[src/iop_cfg.svh]
// offsets, field positions, reset values and timing counts of the pin block
`ifndef IOP_CFG_SVH
`define IOP_CFG_SVH
`define IOP_NPIN        8
`define IOP_OFS_ADC_SEQ 4'h2
`define IOP_OFS_ADC_CFG 4'h4
`define IOP_OFS_DAC_CFG 4'h5
`define IOP_OFS_PULLDN  4'h6
`define IOP_OFS_OUT_SEL 4'h8
`define IOP_OFS_OUT_LVL 4'h9
`define IOP_OFS_IN_SEL  4'ha
`define IOP_OFS_PD_REF  4'hb
`define IOP_OFS_DRIVE   4'hc
`define IOP_OFS_HIGHZ   4'hd
`define IOP_OFS_SWRST   4'hf
`define IOP_SWRST_KEY   16'h0dac
`define IOP_PULLDN_RST  8'hff
`define IOP_TEMP_BIT    8
`define IOP_EN_REF_BIT  9
`define IOP_GLOBAL_POWER_DOWN_BIT  10
`define IOP_DEV_ADDR    7'h10
`define IOP_RST_TIME_US 250
`define IOP_CLK_MHZ     100
`endif

[src/iop_pkg.sv]
// types shared by the pin block files
package iop_pkg;
	typedef enum logic [4:0] {
		ST_IDLE = 5'h01,
		ST_RX   = 5'h02,
		ST_ACK  = 5'h04,
		ST_TX   = 5'h08,
		ST_MACK = 5'h10
	} iop_state_t;
	typedef enum logic [3:0] {
		MD_CFG    = 4'h0,
		MD_DAC_WR = 4'h1,
		MD_ADC_RD = 4'h4,
		MD_DAC_RD = 4'h5,
		MD_PIN_RD = 4'h6,
		MD_REG_RD = 4'h7
	} iop_mode_t;
endpackage

[src/iop_core.sv]
// pin function, power-down and reset logic behind an i2c register port
`include "iop_cfg.svh"

module iop_core #(
	parameter logic [6:0] DEV_ADDR  = `IOP_DEV_ADDR,
	parameter int         RESET_CYC = `IOP_RST_TIME_US * `IOP_CLK_MHZ
)(
	input  wire logic                  clk,
	input  wire logic                  srst,
	input  wire logic                  scl_i,
	input  wire logic                  sda_i,
	output logic                       sda_o,
	output logic                       sda_oe_n,
	input  wire logic                  hw_reset_n,
	input  wire logic [`IOP_NPIN-1:0]  pin_i,
	output logic      [`IOP_NPIN-1:0]  pin_o,
	output logic      [`IOP_NPIN-1:0]  pin_oe_n,
	output logic      [`IOP_NPIN-1:0]  pin_pulldown,
	output logic      [`IOP_NPIN-1:0]  dac_pd,
	output logic                       adc_pd,
	output logic                       ref_en,
	output iop_pkg::iop_mode_t         ptr_mode,
	output logic                       rst_busy
);
	import iop_pkg::*;

	localparam int CW = $clog2(RESET_CYC + 1);

	logic [`IOP_NPIN+2:0] sync_q;
	logic                 scl_d_r, sda_d_r, rstn_d_r;
	iop_state_t           st_r, st_nxt;
	logic [3:0]           bcnt_r, bcnt_nxt;
	logic [7:0]           sh_r, sh_nxt, ptr_r, ptr_nxt, msb_r, msb_nxt;
	logic [1:0]           bidx_r, bidx_nxt;
	logic                 rd_r, rd_nxt, txhi_r, txhi_nxt, sda_nxt;
	logic [15:0]          txw_r, txw_nxt, reg_rd;
	logic                 wr_fire, swrst_hit;
	logic [CW-1:0]        rst_cnt_r;
	logic [7:0]           pd_sel_r, out_sel_r, lvl_r, in_sel_r, od_r, ts_r;
	logic [7:0]           adc_cfg_r, dac_cfg_r;
	logic [15:0]          pdref_r, adc_seq_r;
	logic [7:0]           o_nxt, oe_n_nxt;

	// pins, scl, sda and the reset pin all come from outside the clock domain
	iop_sync #(
		.W       (`IOP_NPIN + 3),
		.RST_VAL ({3'h7, {`IOP_NPIN{1'b0}}})
	) u_sync (
		.clk  (clk),
		.srst (srst),
		.d    ({hw_reset_n, scl_i, sda_i, pin_i}),
		.q    (sync_q)
	);

	wire       rstn_s = sync_q[`IOP_NPIN+2];
	wire       scl_s  = sync_q[`IOP_NPIN+1];
	wire       sda_s  = sync_q[`IOP_NPIN];
	wire [7:0] pin_s  = sync_q[`IOP_NPIN-1:0];

	// delayed copies give edges of the synchronised levels
	always_ff @(posedge clk) begin
		if (srst) begin
			{scl_d_r, sda_d_r, rstn_d_r} <= 3'h7;
		end else begin
			{scl_d_r, sda_d_r, rstn_d_r} <= {scl_s, sda_s, rstn_s};
		end
	end

	// bus events; start and stop are sda moves while scl stays high
	wire scl_rise = scl_s & ~scl_d_r;
	wire scl_fall = ~scl_s & scl_d_r;
	wire bus_start = scl_s & scl_d_r & sda_d_r & ~sda_s;
	wire bus_stop  = scl_s & scl_d_r & ~sda_d_r & sda_s;
	wire hw_fall   = rstn_d_r & ~rstn_s;
	wire do_reset  = swrst_hit | hw_fall;

	// pointer decode: high nibble is the mode, low nibble the register
	wire iop_mode_t mode = iop_mode_t'(ptr_r[7:4]);
	wire [15:0] wdata    = {msb_r, sh_r};
	wire        cfg_wr   = wr_fire & (mode == MD_CFG);
	wire        key_ok   = (mode == MD_CFG) && (ptr_r[3:0] == `IOP_OFS_SWRST) && ({msb_r, sh_r} == `IOP_SWRST_KEY);
	wire we_seq  = cfg_wr & (ptr_r[3:0] == `IOP_OFS_ADC_SEQ);
	wire we_adc  = cfg_wr & (ptr_r[3:0] == `IOP_OFS_ADC_CFG);
	wire we_dac  = cfg_wr & (ptr_r[3:0] == `IOP_OFS_DAC_CFG);
	wire we_pd   = cfg_wr & (ptr_r[3:0] == `IOP_OFS_PULLDN);
	wire we_osel = cfg_wr & (ptr_r[3:0] == `IOP_OFS_OUT_SEL);
	wire we_lvl  = cfg_wr & (ptr_r[3:0] == `IOP_OFS_OUT_LVL);
	wire we_isel = cfg_wr & (ptr_r[3:0] == `IOP_OFS_IN_SEL);
	wire we_ref  = cfg_wr & (ptr_r[3:0] == `IOP_OFS_PD_REF);
	wire we_od   = cfg_wr & (ptr_r[3:0] == `IOP_OFS_DRIVE);
	wire we_ts   = cfg_wr & (ptr_r[3:0] == `IOP_OFS_HIGHZ);

	// register readback; the write-only reset register reads zero
	always_comb begin
		case (ptr_r[3:0])
			`IOP_OFS_ADC_SEQ: reg_rd = adc_seq_r;
			`IOP_OFS_ADC_CFG: reg_rd = {8'h00, adc_cfg_r};
			`IOP_OFS_DAC_CFG: reg_rd = {8'h00, dac_cfg_r};
			`IOP_OFS_PULLDN:  reg_rd = {8'h00, pd_sel_r};
			`IOP_OFS_OUT_SEL: reg_rd = {8'h00, out_sel_r};
			`IOP_OFS_OUT_LVL: reg_rd = {8'h00, lvl_r};
			`IOP_OFS_IN_SEL:  reg_rd = {8'h00, in_sel_r};
			`IOP_OFS_PD_REF:  reg_rd = pdref_r;
			`IOP_OFS_DRIVE:   reg_rd = {8'h00, od_r};
			`IOP_OFS_HIGHZ:   reg_rd = {8'h00, ts_r};
			default:          reg_rd = 16'h0000;
		endcase
	end

	// input readback shows only pins selected as inputs, in the low byte
	wire [15:0] rd_word = (mode == MD_PIN_RD) ? {8'h00, pin_s & in_sel_r} :
	                      (mode == MD_REG_RD) ? reg_rd : 16'h0000;

	// byte engine: bits shift in on scl rise, sda changes only after scl fall
	always_comb begin
		st_nxt    = st_r;
		bcnt_nxt  = bcnt_r;
		sh_nxt    = sh_r;
		bidx_nxt  = bidx_r;
		rd_nxt    = rd_r;
		ptr_nxt   = ptr_r;
		msb_nxt   = msb_r;
		txw_nxt   = txw_r;
		txhi_nxt  = txhi_r;
		sda_nxt   = sda_oe_n;
		wr_fire   = 1'b0;
		swrst_hit = 1'b0;
		if (bus_start) begin
			st_nxt   = ST_RX;
			bcnt_nxt = 4'h0;
			bidx_nxt = 2'h0;
			sda_nxt  = 1'b1;
		end else if (bus_stop) begin
			st_nxt  = ST_IDLE;
			sda_nxt = 1'b1;
		end else begin
			case (st_r)
				ST_RX: begin
					if (scl_rise) begin
						sh_nxt   = {sh_r[6:0], sda_s};
						bcnt_nxt = bcnt_r + 4'h1;
					end else if (scl_fall && bcnt_r == 4'h8) begin
						st_nxt   = ST_ACK;
						sda_nxt  = 1'b0;
						bcnt_nxt = 4'h0;
						case (bidx_r)
							2'h0: begin
								rd_nxt   = sh_r[0];
								bidx_nxt = 2'h1;
								if (sh_r[7:1] != DEV_ADDR) begin
									st_nxt  = ST_IDLE;
									sda_nxt = 1'b1;
								end
							end
							2'h1: begin
								ptr_nxt  = sh_r;
								bidx_nxt = 2'h2;
							end
							2'h2: begin
								msb_nxt  = sh_r;
								bidx_nxt = 2'h3;
							end
							default: begin
								wr_fire  = 1'b1;
								bidx_nxt = 2'h2;
								if (key_ok) begin
									swrst_hit = 1'b1;
									st_nxt    = ST_IDLE;
									sda_nxt   = 1'b1;
								end
							end
						endcase
					end
				end
				ST_ACK: begin
					if (scl_fall && rd_r) begin
						st_nxt   = ST_TX;
						txw_nxt  = rd_word;
						txhi_nxt = 1'b1;
						sh_nxt   = {rd_word[14:8], 1'b0};
						sda_nxt  = rd_word[15];
						bcnt_nxt = 4'h1;
					end else if (scl_fall) begin
						st_nxt  = ST_RX;
						sda_nxt = 1'b1;
					end
				end
				ST_TX: begin
					if (scl_fall && bcnt_r == 4'h8) begin
						st_nxt  = ST_MACK;
						sda_nxt = 1'b1;
					end else if (scl_fall) begin
						sda_nxt  = sh_r[7];
						sh_nxt   = {sh_r[6:0], 1'b0};
						bcnt_nxt = bcnt_r + 4'h1;
					end
				end
				ST_MACK: begin
					if (scl_rise && sda_s) begin
						st_nxt = ST_IDLE;
					end else if (scl_fall) begin
						st_nxt   = ST_TX;
						bcnt_nxt = 4'h1;
						txhi_nxt = ~txhi_r;
						if (txhi_r) begin
							sda_nxt = txw_r[7];
							sh_nxt  = {txw_r[6:0], 1'b0};
						end else begin
							txw_nxt = rd_word;
							sda_nxt = rd_word[15];
							sh_nxt  = {rd_word[14:8], 1'b0};
						end
					end
				end
				default: st_nxt = ST_IDLE;
			endcase
		end
		// while a reset runs the bus is ignored, so a stray scl does no harm
		if (rst_busy | hw_fall) begin
			st_nxt  = ST_IDLE;
			sda_nxt = 1'b1;
		end
	end

	// byte engine state
	always_ff @(posedge clk) begin
		if (srst) begin
			st_r <= ST_IDLE;
			{bcnt_r, sh_r, bidx_r, rd_r, ptr_r, msb_r, txw_r, txhi_r} <= '0;
		end else begin
			st_r <= st_nxt;
			{bcnt_r, sh_r, bidx_r, rd_r, ptr_r, msb_r, txw_r, txhi_r} <=
				{bcnt_nxt, sh_nxt, bidx_nxt, rd_nxt, ptr_nxt, msb_nxt, txw_nxt, txhi_nxt};
		end
	end

	// reset duration counter; the device stays deaf to scl until it ends
	wire [CW-1:0] rst_cnt_nxt = do_reset ? CW'(RESET_CYC) :
	                            (rst_cnt_r != '0) ? rst_cnt_r - 1'b1 : rst_cnt_r;
	always_ff @(posedge clk) begin
		if (srst) begin
			rst_cnt_r <= '0;
			rst_busy  <= 1'b0;
		end else begin
			rst_cnt_r <= rst_cnt_nxt;
			rst_busy  <= (rst_cnt_nxt != '0);
		end
	end

	// configuration registers; both resets restore the defaults
	always_ff @(posedge clk) begin
		if (srst | do_reset) begin
			pd_sel_r  <= `IOP_PULLDN_RST;
			{out_sel_r, lvl_r, in_sel_r, od_r, ts_r} <= '0;
			{adc_cfg_r, dac_cfg_r, pdref_r, adc_seq_r} <= '0;
		end else begin
			if (we_pd) pd_sel_r <= wdata[7:0];
			if (we_osel) out_sel_r <= wdata[7:0];
			if (we_isel) in_sel_r <= wdata[7:0];
			if (we_od) od_r <= wdata[7:0];
			if (we_ts) ts_r <= wdata[7:0];
			if (we_adc) adc_cfg_r <= wdata[7:0];
			if (we_dac) dac_cfg_r <= wdata[7:0];
			if (we_ref) pdref_r <= wdata;
			if (we_seq) adc_seq_r <= wdata;
			if (we_lvl) lvl_r <= (wdata[7:0] & out_sel_r) | (lvl_r & ~out_sel_r);
		end
	end

	// power decode; the dac value lives elsewhere and is never touched here
	wire       global_power_down  = pdref_r[`IOP_GLOBAL_POWER_DOWN_BIT];
	wire [7:0] dac_off = global_power_down ? '1 : pdref_r[7:0];
	wire       ref_on  = pdref_r[`IOP_EN_REF_BIT] & ~global_power_down;
	wire       adc_off = global_power_down | ((adc_cfg_r == 8'h00) & ~adc_seq_r[`IOP_TEMP_BIT]);

	// per-pin drive decision
	genvar gi;
	generate
		for (gi = 0; gi < `IOP_NPIN; gi++) begin : g_pin
			wire hz  = ts_r[gi] | (dac_cfg_r[gi] & dac_off[gi]);
			wire drv = out_sel_r[gi] & ~hz & (~od_r[gi] | ~lvl_r[gi]);
			assign oe_n_nxt[gi] = ~drv;
			assign o_nxt[gi]    = lvl_r[gi] & ~od_r[gi];
		end
	endgenerate

	// every output leaves through a flop
	always_ff @(posedge clk) begin
		if (srst) begin
			pin_o        <= '0;
			pin_oe_n     <= '1;
			pin_pulldown <= `IOP_PULLDN_RST;
			dac_pd       <= '0;
			adc_pd       <= 1'b1;
			ref_en       <= 1'b0;
			ptr_mode     <= MD_CFG;
			sda_oe_n     <= 1'b1;
			sda_o        <= 1'b0;
		end else begin
			pin_o        <= o_nxt;
			pin_oe_n     <= oe_n_nxt;
			pin_pulldown <= pd_sel_r;
			dac_pd       <= dac_cfg_r & dac_off;
			adc_pd       <= adc_off;
			ref_en       <= ref_on;
			ptr_mode     <= mode;
			sda_oe_n     <= sda_nxt;
			sda_o        <= 1'b0;
		end
	end
endmodule

[src/iop_sync.sv]
// two-flop synchroniser for levels arriving from outside the clock domain
module iop_sync #(
	parameter int           W       = 1,
	parameter logic [W-1:0] RST_VAL = '0
)(
	input  wire logic         clk,
	input  wire logic         srst,
	input  wire logic [W-1:0] d,
	output logic      [W-1:0] q
);
	logic [W-1:0] meta_r;

	// first stage feeds only the second stage
	always_ff @(posedge clk) begin
		if (srst) begin
			meta_r <= RST_VAL;
			q      <= RST_VAL;
		end else begin
			meta_r <= d;
			q      <= meta_r;
		end
	end
endmodule

[config.mk]
export PLATFORM = sky130hd
export DESIGN_NAME = iop_core
export DESIGN_NICKNAME = d
export VERILOG_FILES = /design/src/iop_pkg.sv /design/src/iop_core.sv /design/src/iop_sync.sv
export VERILOG_INCLUDE_DIRS = /design/src
export SDC_FILE = /design/constraint.sdc
export NUM_CORES = 1
export LEC_CHECK = 0
export BUFFER_PORTS_ARGS = -buffer_cell sky130_fd_sc_hd__buf_2
export CAP_MARGIN = 10
export CORE_MARGIN = 4
export CORE_UTILIZATION = 50
export CTS_CLUSTER_SIZE = 24
export DETAILED_ROUTE_END_ITERATION = 8
export GPL_ROUTABILITY_DRIVEN = 0
export GPL_TIMING_DRIVEN = 0
export PLACE_DENSITY_LB_ADDON = 0.12
export SLEW_MARGIN = 0
export SYNTH_ARGS = -nofsm -noshare
export SYNTH_HDL_FRONTEND = slang
export SYNTH_HIERARCHICAL = 1
export SYNTH_SLANG_ARGS = --single-unit
[constraint.sdc]
create_clock -name clk -period 2.6 [get_ports clk]
set_input_delay 0.39 -clock clk [delete_from_list [all_inputs] [get_ports clk]]
set_output_delay 0.39 -clock clk [all_outputs]
set_load 0.02 [all_outputs]
# Yosys cells after proc, flatten, opt, wreduce, memory -nomap -nowiden
# Cells that the tools add are included.
[totals]
register_bits = 221
in_bits = 13
word_cells = 298
[classes]
n_addsub = 2
eq_ne = 41
muxes = 70
bitwise = 122
n_reduce_logical = 28
[op_table]
columns = ["operator", "n"]
rows = [
  ["one-hot mux 16 bit (10 select lines)", 1],
  ["two-way mux 8 bit", 12],
  ["bitwise AND 1 bit", 53],
  ["NOT 1 bit", 43],
  ["two-way mux 5 bit", 7],
  ["bitwise AND 8 bit", 4],
  ["== test 4 bit, second input constant", 8],
  ["two-way mux 16 bit", 2],
  ["one-hot mux 8 bit (4 select lines)", 1],
  ["two-way mux 15 bit", 2],
  ["nonzero test 15 bit", 2],
  ["two-way mux 4 bit", 7],
  ["two-way mux 1 bit", 26],
  ["AND reduction 6 bit", 4],
  ["== test 4 x 3 -> 1 bit, second input constant", 5],
  ["!= test 2 bit, second input constant", 10],
  ["bitwise OR 1 bit", 20],
  ["one-hot mux 5 bit (4 select lines)", 1],
  ["== test 16 x 12 -> 1 bit, second input constant", 1],
  ["one-hot mux 4 bit (4 select lines)", 1],
  ["one-hot mux 8 bit (2 select lines)", 1],
  ["subtractor 15 x 1 -> 15 bit, second input constant", 1],
  ["AND reduction 7 bit", 2],
  ["!= test 3 bit, second input constant", 4],
  ["32 further kinds", 45],
]

# Longest topological paths before layout
[depth]
depth_word = 13
ltp_mapped = 10

# By module
# The synthesis kept the hierarchy.
[by_module_without_submodules]
columns = ["mod", "n_inst", "cells_each", "area_each_um2", "seq_area_each_um2"]
rows = [
  ["iop_core", 1, 1062, 8918.6, 3983.8],
  ["iop_sync", 1, 46, 596.8, 440.4],
]

# Least setup slack after synthesis
# Ideal clock, no wire load.
[synth_path]
path_type = "reg2reg"
startpoint = "register st_r[2]"
endpoint = "register with a tool-made name"
arrival_time_ns = 2.272
required_time_ns = 2.480
setup_slack_ns = 0.209
path_stages_with_launch = 11
n_path_buf = 4
period_less_slack_ns = 2.391
cell_sequence = "dfxtp_1 > buf_6 > or3_1 > buf_6 > or4_4 > buf_6 > nor4_4 > buf_6 > nand2_1 > nand2_1 > a21oi_1"
[synth_rtl]
columns = ["item", "line_no", "rtl"]
rows = [
  ["start: declaration", "iop_core.sv:31", "iop_state_t st_r, st_nxt;"],
  ["start signal: assignment", "iop_core.sv:231", "st_r <= st_nxt;"],
]

# Worst setup path after layout
[layout_path]
startpoint = "register ptr_r[3]"
endpoint = "register txw_r[7]"
[layout_via]
elab_chain_len = 8
word_cells_on_any_way = 18
[layout_rtl]
columns = ["item", "line_no", "rtl"]
rows = [
  ["start: declaration", "iop_core.sv:33", "logic [7:0] sh_r, sh_nxt, ptr_r, ptr_nxt, msb_r, msb_nxt;"],
  ["start signal: assignment", "iop_core.sv:232", "{bcnt_r, sh_r, bidx_r, rd_r, ptr_r, msb_r, txw_r, txhi_r} <="],
  ["== test 4 bit, or another cell as far along", "iop_core.sv:95", "case (ptr_r[3:0])"],
  ["one-hot mux 16 bit (10 select lines) (*)", "iop_core.sv:95", ""],
  ["two-way mux 16 bit (*)", "iop_core.sv:112", "(mode == MD_REG_RD) ? reg_rd : 16'h0000;"],
  ["two-way mux 16 bit (*)", "iop_core.sv:111", "wire [15:0] rd_word = (mode == MD_PIN_RD) ? {8'h00, pin_s & in_sel_r} :"],
  ["two-way mux 8 bit", "iop_core.sv:205", "if (txhi_r) begin"],
  ["two-way mux 8 bit", "iop_core.sv:201", "end else if (scl_fall) begin"],
  ["two-way mux 8 bit", "iop_core.sv:199", "if (scl_rise && sda_s) begin"],
  ["one-hot mux 8 bit (2 select lines) (*)", "iop_core.sv:137", "case (st_r)"],
  ["end signal: assignment", "iop_core.sv:232", ""],
  ["end: declaration", "iop_core.sv:36", "logic [15:0] txw_r, txw_nxt, reg_rd;"],
]
# Mark *: on every way between the ends. The rest lies on a longest branch, timed or not. The select of a mux whose other input is x is not followed.
# A chain may end at the register's enable or synchronous reset.

==> implementation parameters <==
Parameter                              Value

Finish
  Ratio of cells with drive above 1 in the final layout ... 0.155
  Layout Utilization ... 0.596
  Number of nets in the layout ... 1216
  Area overhead of the layout relative to synthesis ... 17.1%
  Antenna diode count ... 0
  Final Instance Area ... 0.0111 mm²

Clocking
  TritonCTS clock tree ... done
  Total of hold buffers inserted after clock tree synthesis ... 0
  CTS Root Cell ... sky130_fd_sc_hd__clkbuf_16
  CTS H-Tree Depth ... 1
  Total clock buffers created by CTS ... 24
  Clock edge transition at the registers on the reported setup and hold paths ... 0.06 ns
  Clock Tree Buf Depth ... 3
  Clock latency on the worst-skew pair ... 0.52 ns
  Number of clock sinks ... 221

Routing
  Post-route DRC ... 0
  Average wire per cell in the routed design ... 20.8 µm
  Aggregate routed wire length ... 30000 µm
  Post-DR vias/cell ... 6.05
  Iteration-0 DRC Markers ... 1051
  Drt first pass iters ... 6
  Via count ... 8720
  Detail Route Antenna Nets ... 0

Floorplanning
  Die width ... 146 µm
  Total I/O pin count ... 54
  Die ar. ... 0.0213 mm²
  Die H ... 146 µm
  Placeable Area ... 0.0187 mm²
  Total number of placement rows ... 50
  Initial core utilization ... 0.509

Worst hold path
  Worst hold path class ... in2reg

Setup path
  Worst Setup End Kind ... flip-flop
  Top cell family by delay on the critical path ... compound AO/OA/AOI/OAI gates
  Startpoint class of the critical path ... flip-flop
  Cell Chain, Critical Path ... nor2b_1 > clkbuf_1 > a22o_1 > a32oi_1 > o211ai_1 > a32oi_1 > a211oi_1
  Critical path data arrival time ... 3.00 ns
  Maximum net fanout on the critical path ... 10
  Count of buffer and inverter cells on the critical path ... 1
  Cell repeated most along the worst path ... sky130_fd_sc_hd__a32oi_1
  Delay contributed by the slowest stage of the critical path ... 0.52 ns
  Slowest cell on the critical path ... sky130_fd_sc_hd__clkbuf_1
  Required arrival time at the worst endpoint ... 3.03 ns
  Path type of the worst setup path ... reg2reg

Synthesis
  Yosys top cell area share ... 0.465
  Top cell types by occurrence after synthesis ... sky130_fd_sc_hd__dfxtp_1 (221), sky130_fd_sc_hd__nand2_1 (177), sky130_fd_sc_hd__a21oi_1 (106)
  Main combinational cell family by area after synthesis ... simple AND/OR/NAND/NOR gates
  Fraction of the mapped netlist area in adder cells ... 0.0118
  Cell area after synthesis ... 0.00952 mm²
  Most area-hungry cell type in the Yosys netlist ... sky130_fd_sc_hd__dfxtp_1
  Post-synth cell types ... 72
  Post-synthesis compound-gate area fraction ... 0.160
  Number of instances in the synthesized netlist ... 1108
  Number of synthesized register bits ... 221
  Proportion of synthesized chip area in sequential cells ... 0.465
  Count of flip-flops with a built-in enable after synthesis ... 0
  Syn. warnings ... 6
  Most common cell in the synthesized netlist ... sky130_fd_sc_hd__dfxtp_1
  Area contributors post-synth ... sky130_fd_sc_hd__dfxtp_1 (46%), sky130_fd_sc_hd__nand2_1 (7.0%), sky130_fd_sc_hd__a21oi_1 (5.6%)
  Main flop type after synthesis ... sky130_fd_sc_hd__dfxtp_1
  Fraction of the mapped netlist area in simple logic gates ... 0.254
  Multiplexer area fraction after synthesis ... 0.0588
  Post-Syn Area per Cell ... 8.59 µm²
  Syn Nets ... 1130
  Async SR Flop Fraction ... 0
  Fraction of synthesized cell area in xor and xnor cells ... 0.00736

STA
  Time the final worst path needs with I/O delays and setup ... 2.58 ns
  RSZ-0062 raised after global routing ... true
  Measured slew at the worst slew-check pin ... 1.21 ns
  Maximum operating frequency ... 388 MHz
  Largest clock skew in the final design ... 0.0104 ns
  Normalized max-slew margin ... 0.189
  Hold Vio Cnt, Final ... 0
  Final setup violating endpoints ... 0
  Pins over their slew limit ... 0
  Period utilization ... 0.991
  Final setup TNS ... 0 ns
  Worst hold-check slack ... 0.0488 ns

Power
  LEAKAGE ... 4.27 nW
  Net switching component of the power ... 0.00209 W
  Clock power share ... 0.419
  Cell internal pwr ... 0.00602 W
  Power share of the combinational group ... 0.131
  Peak supply drop ... 500 µV
  Switching Fraction ... 0.258
  Part of the total power dissipated in sequential elements ... 0.450
  Power, Total ... 0.00810 W
  Total power per unit cell area ... 727 mW/mm²

Status
  Status ... completed

Placement
  Area after detailed placement ... 0.0101 mm²
  Port Buffers ... 52
  Detailed-placement wirelength estimate ... 21300 µm

GRT
  Maximum number of pins on one net before global-route repair ... 14
  Global routing usage summed across all routing layers ... 0.271
  First-pass GRT wire length ... 45700 µm
  Total overflow reported by the global router ... 0
  Number of global-route vias before repair ... 8019
  Antenna violations before repair ... 1

Flow run
  Max capacitance violation total ... 0
-- power groups by stage --
stage | combinational (W) | clock, W | sequential, W
3_3_place_gp | 0.00100 | 0 | 0.00371
6_report | 0.00106 | 0.00340 | 0.00365
4_1_cts | 0.00103 | 0.00345 | 0.00364
2_1_floorplan | 0.000808 | 0 | 0.00368
3_5_place_dp | 0.00100 | 0 | 0.00371
5_1_grt | 0.00118 | 0.00359 | 0.00366
-- logic make-up (layout without fill, tap and decap cells) --
group,Yosys count,after routing
flip-flops,221,221
buffers and inverters,85,185
adder cells (fa/ha/maj),9,9
multiplexers,54,54
XOR/XNOR,8,8
AO/OA/AOI/OAI,243,243
AND/OR/NAND/NOR,487,487
other,1,1
-- registers in the layout, summed over array words and instances (netlist names), 11 cells and up, named ones only --
register       cells
u_sync/q          11
u_sync/meta_r     11
rst_cnt_r         15
adc_seq_r         16
pdref_r           16
-- worst reg2reg max path, stage by stage, from the launching register on --
cell	delay, ns
sky130_fd_sc_hd__dfxtp_1	0.44
sky130_fd_sc_hd__nor2b_1	0.51
sky130_fd_sc_hd__clkbuf_1	0.52
sky130_fd_sc_hd__a22o_1	0.25
sky130_fd_sc_hd__a32oi_1	0.06
sky130_fd_sc_hd__o211ai_1	0.34
sky130_fd_sc_hd__a32oi_1	0.10
sky130_fd_sc_hd__a211oi_1	0.26
-- layout make-up --
| type | instances | area, µm² |
|---|---|---|
| sequential | 221 | 4430 |
| inverter | 15 | 56.3 |
| multi-input combinational | 802 | 4800 |
| fill | 1661 | 7560 |
| clock inverter | 8 | 95.1 |
| clock buffer | 32 | 692 |
| tap | 234 | 293 |
| timing repair buffer | 65 | 358 |
| buffer | 65 | 419 |
-- stage by stage --
stage | cells | setup slack (ns)
after floorplan | 1108 | 0.209
after global placement | 1394 | -0.357
after detailed placement | 1394 | -0.387
after CTS | 1441 | 0.00336
after global routing | 1442 | -0.0488
final | 1442 | 0.0239
-- routing by layer --
metal	up-vias	track usage	share of wire
met5	-	0	0.00037
met4	2	0.0864	0.032
met3	78	0.0635	0.11
met2	491	0.403	0.42
met1	4054	0.389	0.44
li1	4095	-	-
-- path summary, 6_finish.rpt --
check | start | endpoint | slack, ns | cells past startpoint
worst min register to register | u_sync/meta_r[8]$_SDFF_PP1_ | u_sync/q[8]$_SDFF_PP1_ | 0.41 | 1
worst max register to register | ptr_r[3]$_SDFFE_PP0P_ | txw_r[7]$_SDFFE_PP0P_ | 0.02 | 7
worst min-delay path | scl_i | u_sync/meta_r[9]$_SDFF_PP1_ | 0.05 | 2
worst max-delay path | ptr_r[3]$_SDFFE_PP0P_ | txw_r[7]$_SDFFE_PP0P_ | 0.02 | 7
-- cell usage in the layout (no fill, tap or decap), types with 12 or more instances in the layout --
master / count
sky130_fd_sc_hd__dfxtp_1: 217
sky130_fd_sc_hd__nand2_1: 174
sky130_fd_sc_hd__a21oi_1: 103
sky130_fd_sc_hd__nor2_1: 90
sky130_fd_sc_hd__nand3_1: 62
sky130_fd_sc_hd__buf_2: 56
sky130_fd_sc_hd__mux2i_1: 48
sky130_fd_sc_hd__clkbuf_1: 38
sky130_fd_sc_hd__o21ai_0: 33
sky130_fd_sc_hd__nor2b_1: 28
sky130_fd_sc_hd__clkbuf_16: 25
sky130_fd_sc_hd__a22oi_1: 19
sky130_fd_sc_hd__inv_1: 15
sky130_fd_sc_hd__a211oi_1: 15
sky130_fd_sc_hd__a32oi_1: 14
sky130_fd_sc_hd__buf_4: 14
sky130_fd_sc_hd__nor3b_1: 13
sky130_fd_sc_hd__or2_2: 12
sky130_fd_sc_hd__nor3_1: 12
-- repair_timing --
action	in CTS	in global routing
setup endpoints to repair	124	132
buffers inserted	8	5
endpoints found under the hold margin	0	0
resized for setup	27	37
pin swaps	2	9
Note: power is estimated with default switching activity, not from simulation.
